$ cat src/logic/epiu_defines.svh
// Constants of the external pin interrupt unit
// Function
// - Pin activity raises enabled requests even when the pin drives out.
// - Enabled low-level line requests continuously while its pin is low.
// - Edges on lines 7..4 need the I/O clock; level wake works asleep.
// - Power-down wake needs the low level on two watchdog clock samples.
// - Level gone before start-up end still wakes, but gives no request.
// - Lines 3..0: 00 low, 01 reserved, 10 falling, 11 rising edge.
// - Lines 3..0 catch edges without the I/O clock; short pulses may drop.
// - A line requests only when global enable and its mask bit are set.
// - Lines 7..4: 00 low, 01 any change, 10 falling, 11 rising edge.
// - Lines 7..4 detect edges from successive clocked samples.
// - Edge or change pulses longer than one clock give a request.
// - A detected edge or change sets the line flag.
// - Flag clears on entry to its routine or on a written one.
// - A line in level mode keeps its flag cleared.
// - Sleep with lines 3..0 masked disables their input buffers.
// - All sense fields reset to zero, low-level sensing.
// - A written enable bit arms the line if global enable is set.
// - Flag (low level in level mode), enable and global enable together direct the CPU vector.
`ifndef EPIU_DEFINES_SVH
`define EPIU_DEFINES_SVH
`define EPIU_IDX_FLAGS     8'h58
`define EPIU_IDX_MASK      8'h59
`define EPIU_IDX_SENSE_HI  8'h5A
`define EPIU_IDX_SENSE_LO  8'h6A
`define EPIU_ADDR_FLAGS    {2'h0, `EPIU_IDX_FLAGS, 2'h0}
`define EPIU_ADDR_MASK     {2'h0, `EPIU_IDX_MASK, 2'h0}
`define EPIU_ADDR_SENSE_HI {2'h0, `EPIU_IDX_SENSE_HI, 2'h0}
`define EPIU_ADDR_SENSE_LO {2'h0, `EPIU_IDX_SENSE_LO, 2'h0}
`define EPIU_RST_REG       8'h00
`define EPIU_CLK_PERIOD_NS 25
`define EPIU_MIN_PULSE_NS  50
`define EPIU_MIN_PULSE_CYC ((`EPIU_MIN_PULSE_NS+`EPIU_CLK_PERIOD_NS-1)/`EPIU_CLK_PERIOD_NS)
`define EPIU_RESP_OKAY     2'h0
`define EPIU_RESP_SLVERR   2'h2
`endif

$ cat src/logic/epiu_pkg.sv
// Types of the external pin interrupt unit
package epiu_pkg;
   typedef enum logic [1:0]
   {
      SENSE_LOW  = 2'b00,
      SENSE_ANY  = 2'b01,
      SENSE_FALL = 2'b10,
      SENSE_RISE = 2'b11
   } epiu_sense_type;
   typedef enum logic [1:0]
   {
      WAKE_IDLE = 2'b00,
      WAKE_ONE  = 2'b01,
      WAKE_UP   = 2'b10
   } epiu_wake_type;
endpackage

$ cat src/logic/epiu_line_if.sv
// Interface between the controller and one interrupt line
`timescale 1ns/1ps
`default_nettype none
interface epiu_line_if;
   import epiu_pkg::*;
   epiu_sense_type sense;
   logic           sample_en;
   logic           w1c;
   logic           ack;
   logic           flag;
   logic           level_low;
   modport ctrl (output sense, sample_en, w1c, ack,
                 input flag, level_low);
   modport line (input sense, sample_en, w1c, ack,
                 output flag, level_low);
endinterface
`default_nettype wire

$ cat src/logic/epiu_line.sv
// One interrupt line: synchroniser, edge detector and flag
`timescale 1ns/1ps
`default_nettype none
module epiu_line
   import epiu_pkg::*;
#(
   parameter bit ASYNC_STYLE = 1'b0
)
(
   // Clock and reset
   input  wire logic  aclk,
   input  wire logic  aresetn,
   // Pin and controller side
   input  wire logic  pin,
   epiu_line_if.line  lif
);
   logic sync_a;
   logic sync_b;
   logic prev;
   logic rise;
   logic fall;
   logic hit;

   // Two-stage synchroniser and sample history
   always_ff @(posedge aclk)
   begin
      if (!aresetn)
      begin
         sync_a <= 1'b1;
         sync_b <= 1'b1;
         prev   <= 1'b1;
      end
      else
      begin
         sync_a <= pin;
         sync_b <= sync_a;
         if (lif.sample_en)
            prev <= sync_b;
      end
   end

   // Edge decode from successive samples
   assign rise = lif.sample_en & sync_b & ~prev;
   assign fall = lif.sample_en & ~sync_b & prev;
   assign hit  = (lif.sense == SENSE_FALL) ? fall :
                 (lif.sense == SENSE_RISE) ? rise :
                 (lif.sense == SENSE_ANY && !ASYNC_STYLE) ?
                 (rise | fall) : 1'b0;
   assign lif.level_low = ~sync_b;

   // Sticky flag, set wins over clear
   always_ff @(posedge aclk)
   begin
      if (!aresetn)
         lif.flag <= 1'b0;
      else if (lif.sense == SENSE_LOW)
         lif.flag <= 1'b0;
      else if (hit)
         lif.flag <= 1'b1;
      else if (lif.w1c || lif.ack)
         lif.flag <= 1'b0;
   end
endmodule
`default_nettype wire

$ cat src/logic/epiu_top.sv
// External pin interrupt unit with AXI4-Lite register slave
`timescale 1ns/1ps
`default_nettype none
`include "epiu_defines.svh"
module epiu_top
   import epiu_pkg::*;
#(
   parameter int NLINES = 8
)
(
   // Clock and reset
   input  wire logic         aclk,
   input  wire logic         aresetn,
   // AXI4-Lite write channels
   input  wire logic [11:0]  awaddr,
   input  wire logic [2:0]   awprot,
   input  wire logic         awvalid,
   output logic              awready,
   input  wire logic [31:0]  wdata,
   input  wire logic [3:0]   wstrb,
   input  wire logic         wvalid,
   output logic              wready,
   output logic [1:0]        bresp,
   output logic              bvalid,
   input  wire logic         bready,
   // AXI4-Lite read channels
   input  wire logic [11:0]  araddr,
   input  wire logic [2:0]   arprot,
   input  wire logic         arvalid,
   output logic              arready,
   output logic [31:0]       rdata,
   output logic [1:0]        rresp,
   output logic              rvalid,
   input  wire logic         rready,
   // Pins and watchdog oscillator
   input  wire logic [7:0]   ext_irq_pins,
   input  wire logic         wdt_osc_clk,
   // CPU and sleep controller
   input  wire logic         global_irq_enable,
   input  wire logic         irq_ack,
   input  wire logic [2:0]   irq_ack_line,
   input  wire logic         io_clk_running,
   input  wire logic         sleep_active,
   input  wire logic         power_down,
   // Requests and wake
   output logic [7:0]        irq_req,
   output logic              irq_pending,
   output logic [2:0]        irq_vector,
   output logic              wake_req,
   output logic [3:0]        input_buf_disable
);
   // ************************************************
   // Register slave
   // ************************************************
   logic          aw_held;
   logic          w_held;
   logic [11:0]   aw_addr_q;
   logic [7:0]    w_data_q;
   logic          w_strb_q;
   logic          next_aw_held;
   logic          next_w_held;
   logic          aw_hs;
   logic          w_hs;
   logic          ar_hs;
   logic          r_hs;
   logic          do_write;
   logic          wr_hit;
   logic          rd_hit;
   logic [7:0]    rd_val;
   logic [7:0]    sense_lo;
   logic [7:0]    sense_hi;
   logic [7:0]    line_mask;
   logic [7:0]    flag_clr;
   logic [7:0]    flags;
   logic [7:0]    lows;
   logic [7:0]    lvl_mode;
   logic [15:0]   sense_all;

   // Handshakes and write decode
   assign aw_hs    = awvalid & awready;
   assign w_hs     = wvalid & wready;
   assign ar_hs    = arvalid & arready;
   assign r_hs     = rvalid & rready;
   assign do_write = aw_held & w_held & ~bvalid;
   assign next_aw_held = aw_hs | (aw_held & ~do_write);
   assign next_w_held  = w_hs | (w_held & ~do_write);
   assign wr_hit = (aw_addr_q == `EPIU_ADDR_FLAGS) |
                   (aw_addr_q == `EPIU_ADDR_MASK) |
                   (aw_addr_q == `EPIU_ADDR_SENSE_HI) |
                   (aw_addr_q == `EPIU_ADDR_SENSE_LO);
   assign flag_clr = (do_write && w_strb_q &&
                      aw_addr_q == `EPIU_ADDR_FLAGS) ?
                     w_data_q : 8'h00;

   // Read decode
   assign rd_hit = (araddr == `EPIU_ADDR_FLAGS) |
                   (araddr == `EPIU_ADDR_MASK) |
                   (araddr == `EPIU_ADDR_SENSE_HI) |
                   (araddr == `EPIU_ADDR_SENSE_LO);
   assign rd_val = (araddr == `EPIU_ADDR_FLAGS)    ? flags :
                   (araddr == `EPIU_ADDR_MASK)     ? line_mask :
                   (araddr == `EPIU_ADDR_SENSE_HI) ? sense_hi :
                   (araddr == `EPIU_ADDR_SENSE_LO) ? sense_lo :
                   8'h00;

   // Write address and data capture
   always_ff @(posedge aclk)
   begin
      if (!aresetn)
      begin
         aw_held   <= 1'b0;
         w_held    <= 1'b0;
         awready   <= 1'b0;
         wready    <= 1'b0;
         aw_addr_q <= 12'h000;
         w_data_q  <= 8'h00;
         w_strb_q  <= 1'b0;
      end
      else
      begin
         aw_held <= next_aw_held;
         w_held  <= next_w_held;
         awready <= ~next_aw_held;
         wready  <= ~next_w_held;
         if (aw_hs)
            aw_addr_q <= awaddr;
         if (w_hs)
         begin
            w_data_q <= wdata[7:0];
            w_strb_q <= wstrb[0];
         end
      end
   end

   // Write response
   always_ff @(posedge aclk)
   begin
      if (!aresetn)
      begin
         bvalid <= 1'b0;
         bresp  <= `EPIU_RESP_OKAY;
      end
      else if (do_write)
      begin
         bvalid <= 1'b1;
         bresp  <= wr_hit ? `EPIU_RESP_OKAY : `EPIU_RESP_SLVERR;
      end
      else if (bvalid && bready)
         bvalid <= 1'b0;
   end

   // Control registers, sense fields reset to low level
   always_ff @(posedge aclk)
   begin
      if (!aresetn)
      begin
         sense_lo  <= `EPIU_RST_REG;
         sense_hi  <= `EPIU_RST_REG;
         line_mask <= `EPIU_RST_REG;
      end
      else if (do_write && w_strb_q)
      begin
         if (aw_addr_q == `EPIU_ADDR_SENSE_LO)
            sense_lo <= w_data_q;
         if (aw_addr_q == `EPIU_ADDR_SENSE_HI)
            sense_hi <= w_data_q;
         if (aw_addr_q == `EPIU_ADDR_MASK)
            line_mask <= w_data_q;
      end
   end

   // Read channel
   always_ff @(posedge aclk)
   begin
      if (!aresetn)
      begin
         arready <= 1'b0;
         rvalid  <= 1'b0;
         rdata   <= 32'h0000_0000;
         rresp   <= `EPIU_RESP_OKAY;
      end
      else if (ar_hs)
      begin
         arready <= 1'b0;
         rvalid  <= 1'b1;
         rdata   <= {24'h00_0000, rd_val};
         rresp   <= rd_hit ? `EPIU_RESP_OKAY : `EPIU_RESP_SLVERR;
      end
      else if (r_hs || !rvalid)
      begin
         arready <= 1'b1;
         rvalid  <= 1'b0;
      end
   end

   // ************************************************
   // Interrupt lines
   // ************************************************
   logic [7:0] pin_gated;

   // Masked low lines lose their input buffer in sleep
   always_ff @(posedge aclk)
   begin
      if (!aresetn)
         input_buf_disable <= 4'h0;
      else
         input_buf_disable <= {4{sleep_active}} &
                              ~line_mask[3:0];
   end

   // Pins are read whatever their direction
   assign pin_gated = {ext_irq_pins[7:4],
                       ext_irq_pins[3:0] &
                       ~input_buf_disable};
   assign sense_all = {sense_hi, sense_lo};

   epiu_line_if lif [NLINES] ();

   genvar gi;
   generate
      for (gi = 0; gi < NLINES; gi++)
      begin : g_line
         assign lif[gi].sense =
            epiu_sense_type'(sense_all[2*gi +: 2]);
         assign lif[gi].sample_en =
            (gi < 4) ? 1'b1 : io_clk_running;
         assign lif[gi].w1c = flag_clr[gi];
         assign lif[gi].ack = irq_ack &
            (irq_ack_line == 3'(gi));
         assign flags[gi]    = lif[gi].flag;
         assign lows[gi]     = lif[gi].level_low;
         assign lvl_mode[gi] = (lif[gi].sense == SENSE_LOW);
         epiu_line #(
            .ASYNC_STYLE ((gi < 4) ? 1'b1 : 1'b0)
         ) u_line (
            .aclk    (aclk),
            .aresetn (aresetn),
            .pin     (pin_gated[gi]),
            .lif     (lif[gi])
         );
      end
   endgenerate

   // ************************************************
   // Request and priority
   // ************************************************
   logic [7:0] next_irq_req;
   logic [2:0] next_vector;

   // Flag or live level, gated by mask and global enable
   assign next_irq_req = line_mask & {8{global_irq_enable}} &
                         ((lvl_mode & lows) |
                          (~lvl_mode & flags));

   // Lowest index wins
   always_comb
   begin
      next_vector = 3'h0;
      for (int k = NLINES - 1; k >= 0; k--)
         if (next_irq_req[k])
            next_vector = 3'(k);
   end

   // Registered requests toward the CPU
   always_ff @(posedge aclk)
   begin
      if (!aresetn)
      begin
         irq_req     <= 8'h00;
         irq_pending <= 1'b0;
         irq_vector  <= 3'h0;
      end
      else
      begin
         irq_req     <= next_irq_req;
         irq_pending <= |next_irq_req;
         irq_vector  <= next_vector;
      end
   end

   // ************************************************
   // Power-down wake from level
   // ************************************************
   logic          wdt_a;
   logic          wdt_b;
   logic          wdt_prev;
   logic          wdt_tick;
   logic          lvl_wake;
   epiu_wake_type wake_st;
   epiu_wake_type next_wake_st;

   // Watchdog oscillator sampled into the core clock
   always_ff @(posedge aclk)
   begin
      if (!aresetn)
      begin
         wdt_a    <= 1'b0;
         wdt_b    <= 1'b0;
         wdt_prev <= 1'b0;
      end
      else
      begin
         wdt_a    <= wdt_osc_clk;
         wdt_b    <= wdt_a;
         wdt_prev <= wdt_b;
      end
   end

   assign wdt_tick = wdt_b & ~wdt_prev;
   assign lvl_wake = |(line_mask & lvl_mode & lows);

   // Two consecutive oscillator samples of the level
   always_comb
   begin
      next_wake_st = wake_st;
      case (wake_st)
         WAKE_IDLE:
            if (power_down && wdt_tick && lvl_wake)
               next_wake_st = WAKE_ONE;
         WAKE_ONE:
            if (!power_down)
               next_wake_st = WAKE_IDLE;
            else if (wdt_tick)
               next_wake_st = lvl_wake ? WAKE_UP
                                       : WAKE_IDLE;
         WAKE_UP:
            if (!sleep_active)
               next_wake_st = WAKE_IDLE;
         default:
            next_wake_st = WAKE_IDLE;
      endcase
   end

   // Wake held until the sleep controller leaves sleep
   always_ff @(posedge aclk)
   begin
      if (!aresetn)
      begin
         wake_st  <= WAKE_IDLE;
         wake_req <= 1'b0;
      end
      else
      begin
         wake_st  <= next_wake_st;
         wake_req <= (next_wake_st == WAKE_UP);
      end
   end
endmodule
`default_nettype wire

$ cat config.mk
export PLATFORM = sky130hd
export DESIGN_NAME = epiu_top
export DESIGN_NICKNAME = d
export VERILOG_FILES = /design/src/logic/epiu_pkg.sv /design/src/logic/epiu_line_if.sv /design/src/logic/epiu_line.sv /design/src/logic/epiu_top.sv
export VERILOG_INCLUDE_DIRS = /design/src /design/src/logic
export SDC_FILE = /design/constraint.sdc
export NUM_CORES = 1
export LEC_CHECK = 0
export ABC_AREA = 1
export BUFFER_PORTS_ARGS = -buffer_cell sky130_fd_sc_hd__buf_2
export CORE_ASPECT_RATIO = 1.25
export CORE_MARGIN = 2
export CORE_UTILIZATION = 45
export CTS_CLUSTER_DIAMETER = 120
export CTS_CLUSTER_SIZE = 30
export DETAILED_ROUTE_END_ITERATION = 8
export GPL_TIMING_DRIVEN = 0
export PLACE_DENSITY = 0.7
export REMOVE_ABC_BUFFERS = 1
export SYNTH_ARGS = -nofsm -noshare
export SYNTH_HDL_FRONTEND = slang
export SYNTH_SLANG_ARGS = --single-unit
$ cat constraint.sdc
create_clock -name aclk -period 1.7 [get_ports aclk]
set_clock_uncertainty 0.1 [all_clocks]
set_input_delay 0.17 -clock aclk [delete_from_list [all_inputs] [get_ports aclk]]
set_output_delay 0.17 -clock aclk [all_outputs]
set_load 0.01 [all_outputs]
==> out/qor.txt <==
Number of primary I/O pins = 148
Type of element capturing the critical path = flop
Die area = 11900 µm²
Gp weighted congestion = 0.888
Number of global-route vias before repair = 4364
Wirelength, routed = 13000 µm
Arrival time worst endpoint = 1810 ps
Largest vdd supply drop = 0.669 mV
Number of DRC violations after detailed-routing iteration 0 = 257
Synth async-reset ratio = 0%
Clock sink total = 116
Mean Syn Cell Area = 7.56 µm²
Maximum capacitance violations = 0
Vertical die dimension = 121 µm
Synthesized instance count = 657
Kind of launch point of the worst setup path = flop
Buffer type at the clock tree root = clkbuf_16
Main flop type after synthesis = dfxtp_1
Portion of the post-synthesis area used by sequential elements = 46.8%
Number of enable-type register cells in the synthesized netlist = 0
H-Tree Level Count = 4
Number of register bits inferred by synthesis = 116
Static leakage power = 2.91 nW
Most used cells in the layout excluding fill and tap cells = dfxtp_1, nand2_1, buf_2
Worst-Margin Slew = 741 ps
HPWL reported at the end of detailed placement = 8900 µm
Power per cell area = 1110 nW/µm²
Slew Limit Headroom = 50.6%
Wire length per cell = 14.0 µm
Final hold violation count = 0
Placeable core area = 10700 µm²
Initial antenna violation count = 0
Combined flip-flop and latch cell area = 2320 µm²
Commonest non-fill, non-tap cell in the layout = dfxtp_1
Clock Path Buffers = 2
Largest net degree at the start of global routing = 75
First-pass DRT Iterations = 5
Ratio of cells with drive above 1 in the final layout = 20.9%
Number of buffers created by CTS = 17
Share of the core filled with cells in the final layout = 60.2%
Setup-violating endpoint count in the final report = 0
Pwr Total = 0.00714 W
Classification of the worst setup path = reg -> reg
Via total after detailed routing = 4641
Antenna diodes = 0
First-pass GRT wire length = 20700 µm
Number of nets in the finished design = 875
Type of the worst min-delay path = in -> reg
Mapped cell area = 4970 µm²
Clock Pin Slew Worst Setup and Hold Paths = 50 ps
Starting density of the core = 46.6%
Die outline width = 98.0 µm
Area of the multi-input gates = 2130 µm²
Result of the run = completed
Setup repair after global routing missed its margin = true
Total DRC errors in the routed layout = 0
Total of warnings raised by yosys = 0
Final max-slew violation count = 0
Vias per inst = 4.99
Required time at the endpoint of the critical path = 1880 ps
Number of distinct library cells after synthesis = 36
Filler Cell Count = 965
Final setup margin = 67.1 ps
Post-Place Setup Slack = -1180 ps
Clock latency on the worst-skew pair = 410 ps
TritonCTS clock tree = yes
Worst-path maximum fanout = 16
Count of input and output buffers = 88
Total grt overflow = 0
Clock period minus final worst setup slack = 1630 ps
Period Utilization, post-route = 96.1%
Count of antenna-violating nets left after detailed routing = 0
Peak Freq = 612 MHz
Tot GR Track Use = 22.3%
Layout overhead on the synthesized area = 29.4%
Floorplan row count = 42
==> layer usage <==
layer | GRT usage [%] | vias to the layer above | share of wire (%)
met5 | 0 | - | 0
li1 | - | 2351 | -
met4 | 9.81 | 0 | 2.2
met3 | 5.36 | 27 | 5.8
met1 | 26.6 | 2119 | 42
met2 | 38.1 | 144 | 50
==> report_power, final <==
part	total, W	switching (W)	internal (W)
combinational	0.000459	0.000265	0.000193
clock	0.00382	0.00122	0.00260
sequential	0.00286	0.0000518	0.00281
total	0.00714	0.00154	0.00560
==> registers in the layout (all words and copies together), names as in the netlist, 2 cells and up <==
signal,cells
g_line.u_line.lif.flag,8
g_line.u_line.sync_a,8
w_data_q,8
sense_lo,8
irq_vector,3
aw_addr_q,12
input_buf_disable,4
g_line.u_line.sync_b,8
rdata,8
line_mask,8
irq_req,8
wake_st,2
g_line.u_line.prev,8
sense_hi,8
==> logic make-up (layout without fill, tap and decap cells) <==
family,after synthesis,in the layout,synth area share [%]
AO/OA/AOI/OAI,163,163,18.0
buffers and inverters,130,246,12.4
other,1,26,0.0755
AND/OR/NAND/NOR,247,247,22.7
flip-flops,116,116,46.8
==> layout make-up <==
type / count / area share, %
sequential: 116 / 36.1
multi-input combinational: 436 / 33.2
timing repair buffer: 130 / 13.2
clock buffer: 23 / 7.59
inverter: 83 / 4.91
tap: 132 / 2.57
clock inverter: 9 / 2.32
timing repair inverter: 1 / 0.117
==> timing repair <==
item                                   CTS  global route
gates cloned                             1             0
gates resized for setup                  3             5
endpoints found under the hold margin   36             0
buffers inserted                         4             3
hold buffers                            35             0
setup endpoints to repair               41            29
pin swaps                                0             1
==> stage by stage <==
stage	cells	area, µm²	setup TNS, ps	hold WS, ps
5_1_grt	930	6420	-1310	78.0
4_1_cts	927	6390	0	30.4
2_1_floorplan	635	4750	0	139
6_report	930	6420	0	42.3
3_5_place_dp	855	5360	-37980	259
3_3_place_gp	855	5360	-36340	254
==> cell usage after synthesis, drive strengths merged, types with 6 or more instances <==
library cell | instances | area [µm²]
dfxtp | 116 | 2320
nand2 | 97 | 369
nor2 | 84 | 375
inv | 83 | 312
o21ai | 71 | 363
a21oi | 64 | 328
buf | 32 | 249
nand3 | 32 | 180
clkbuf | 15 | 57.6
o211ai | 15 | 113
or2 | 13 | 83.8
nor3 | 12 | 60.1
a31oi | 6 | 37.5
nand4 | 6 | 37.5
==> path summary, 6_finish.rpt <==
| path | start | endpoint | slack, ps | depth (start not counted) |
|---|---|---|---|---|
| worst max-delay path | w_held | line_mask[2] | 70 | 7 |
| worst min-delay path | araddr[2] | rresp[1] | 40 | 4 |
| worst max register to register | w_held | line_mask[2] | 70 | 7 |
| worst min register to register | g_line[5].u_line.sync_a | g_line[5].u_line.sync_b | 310 | 1 |
==> worst max-delay path: stages, from the launching register on <==
cell	delay (ps)
dfxtp_1	330
nand2_1	60
nor2_2	110
inv_2	80
nor2_4	140
nand3_2	320
o21ai_0	270
a21oi_1	80
No activity file was read; power rests on OpenSTA's default activity.
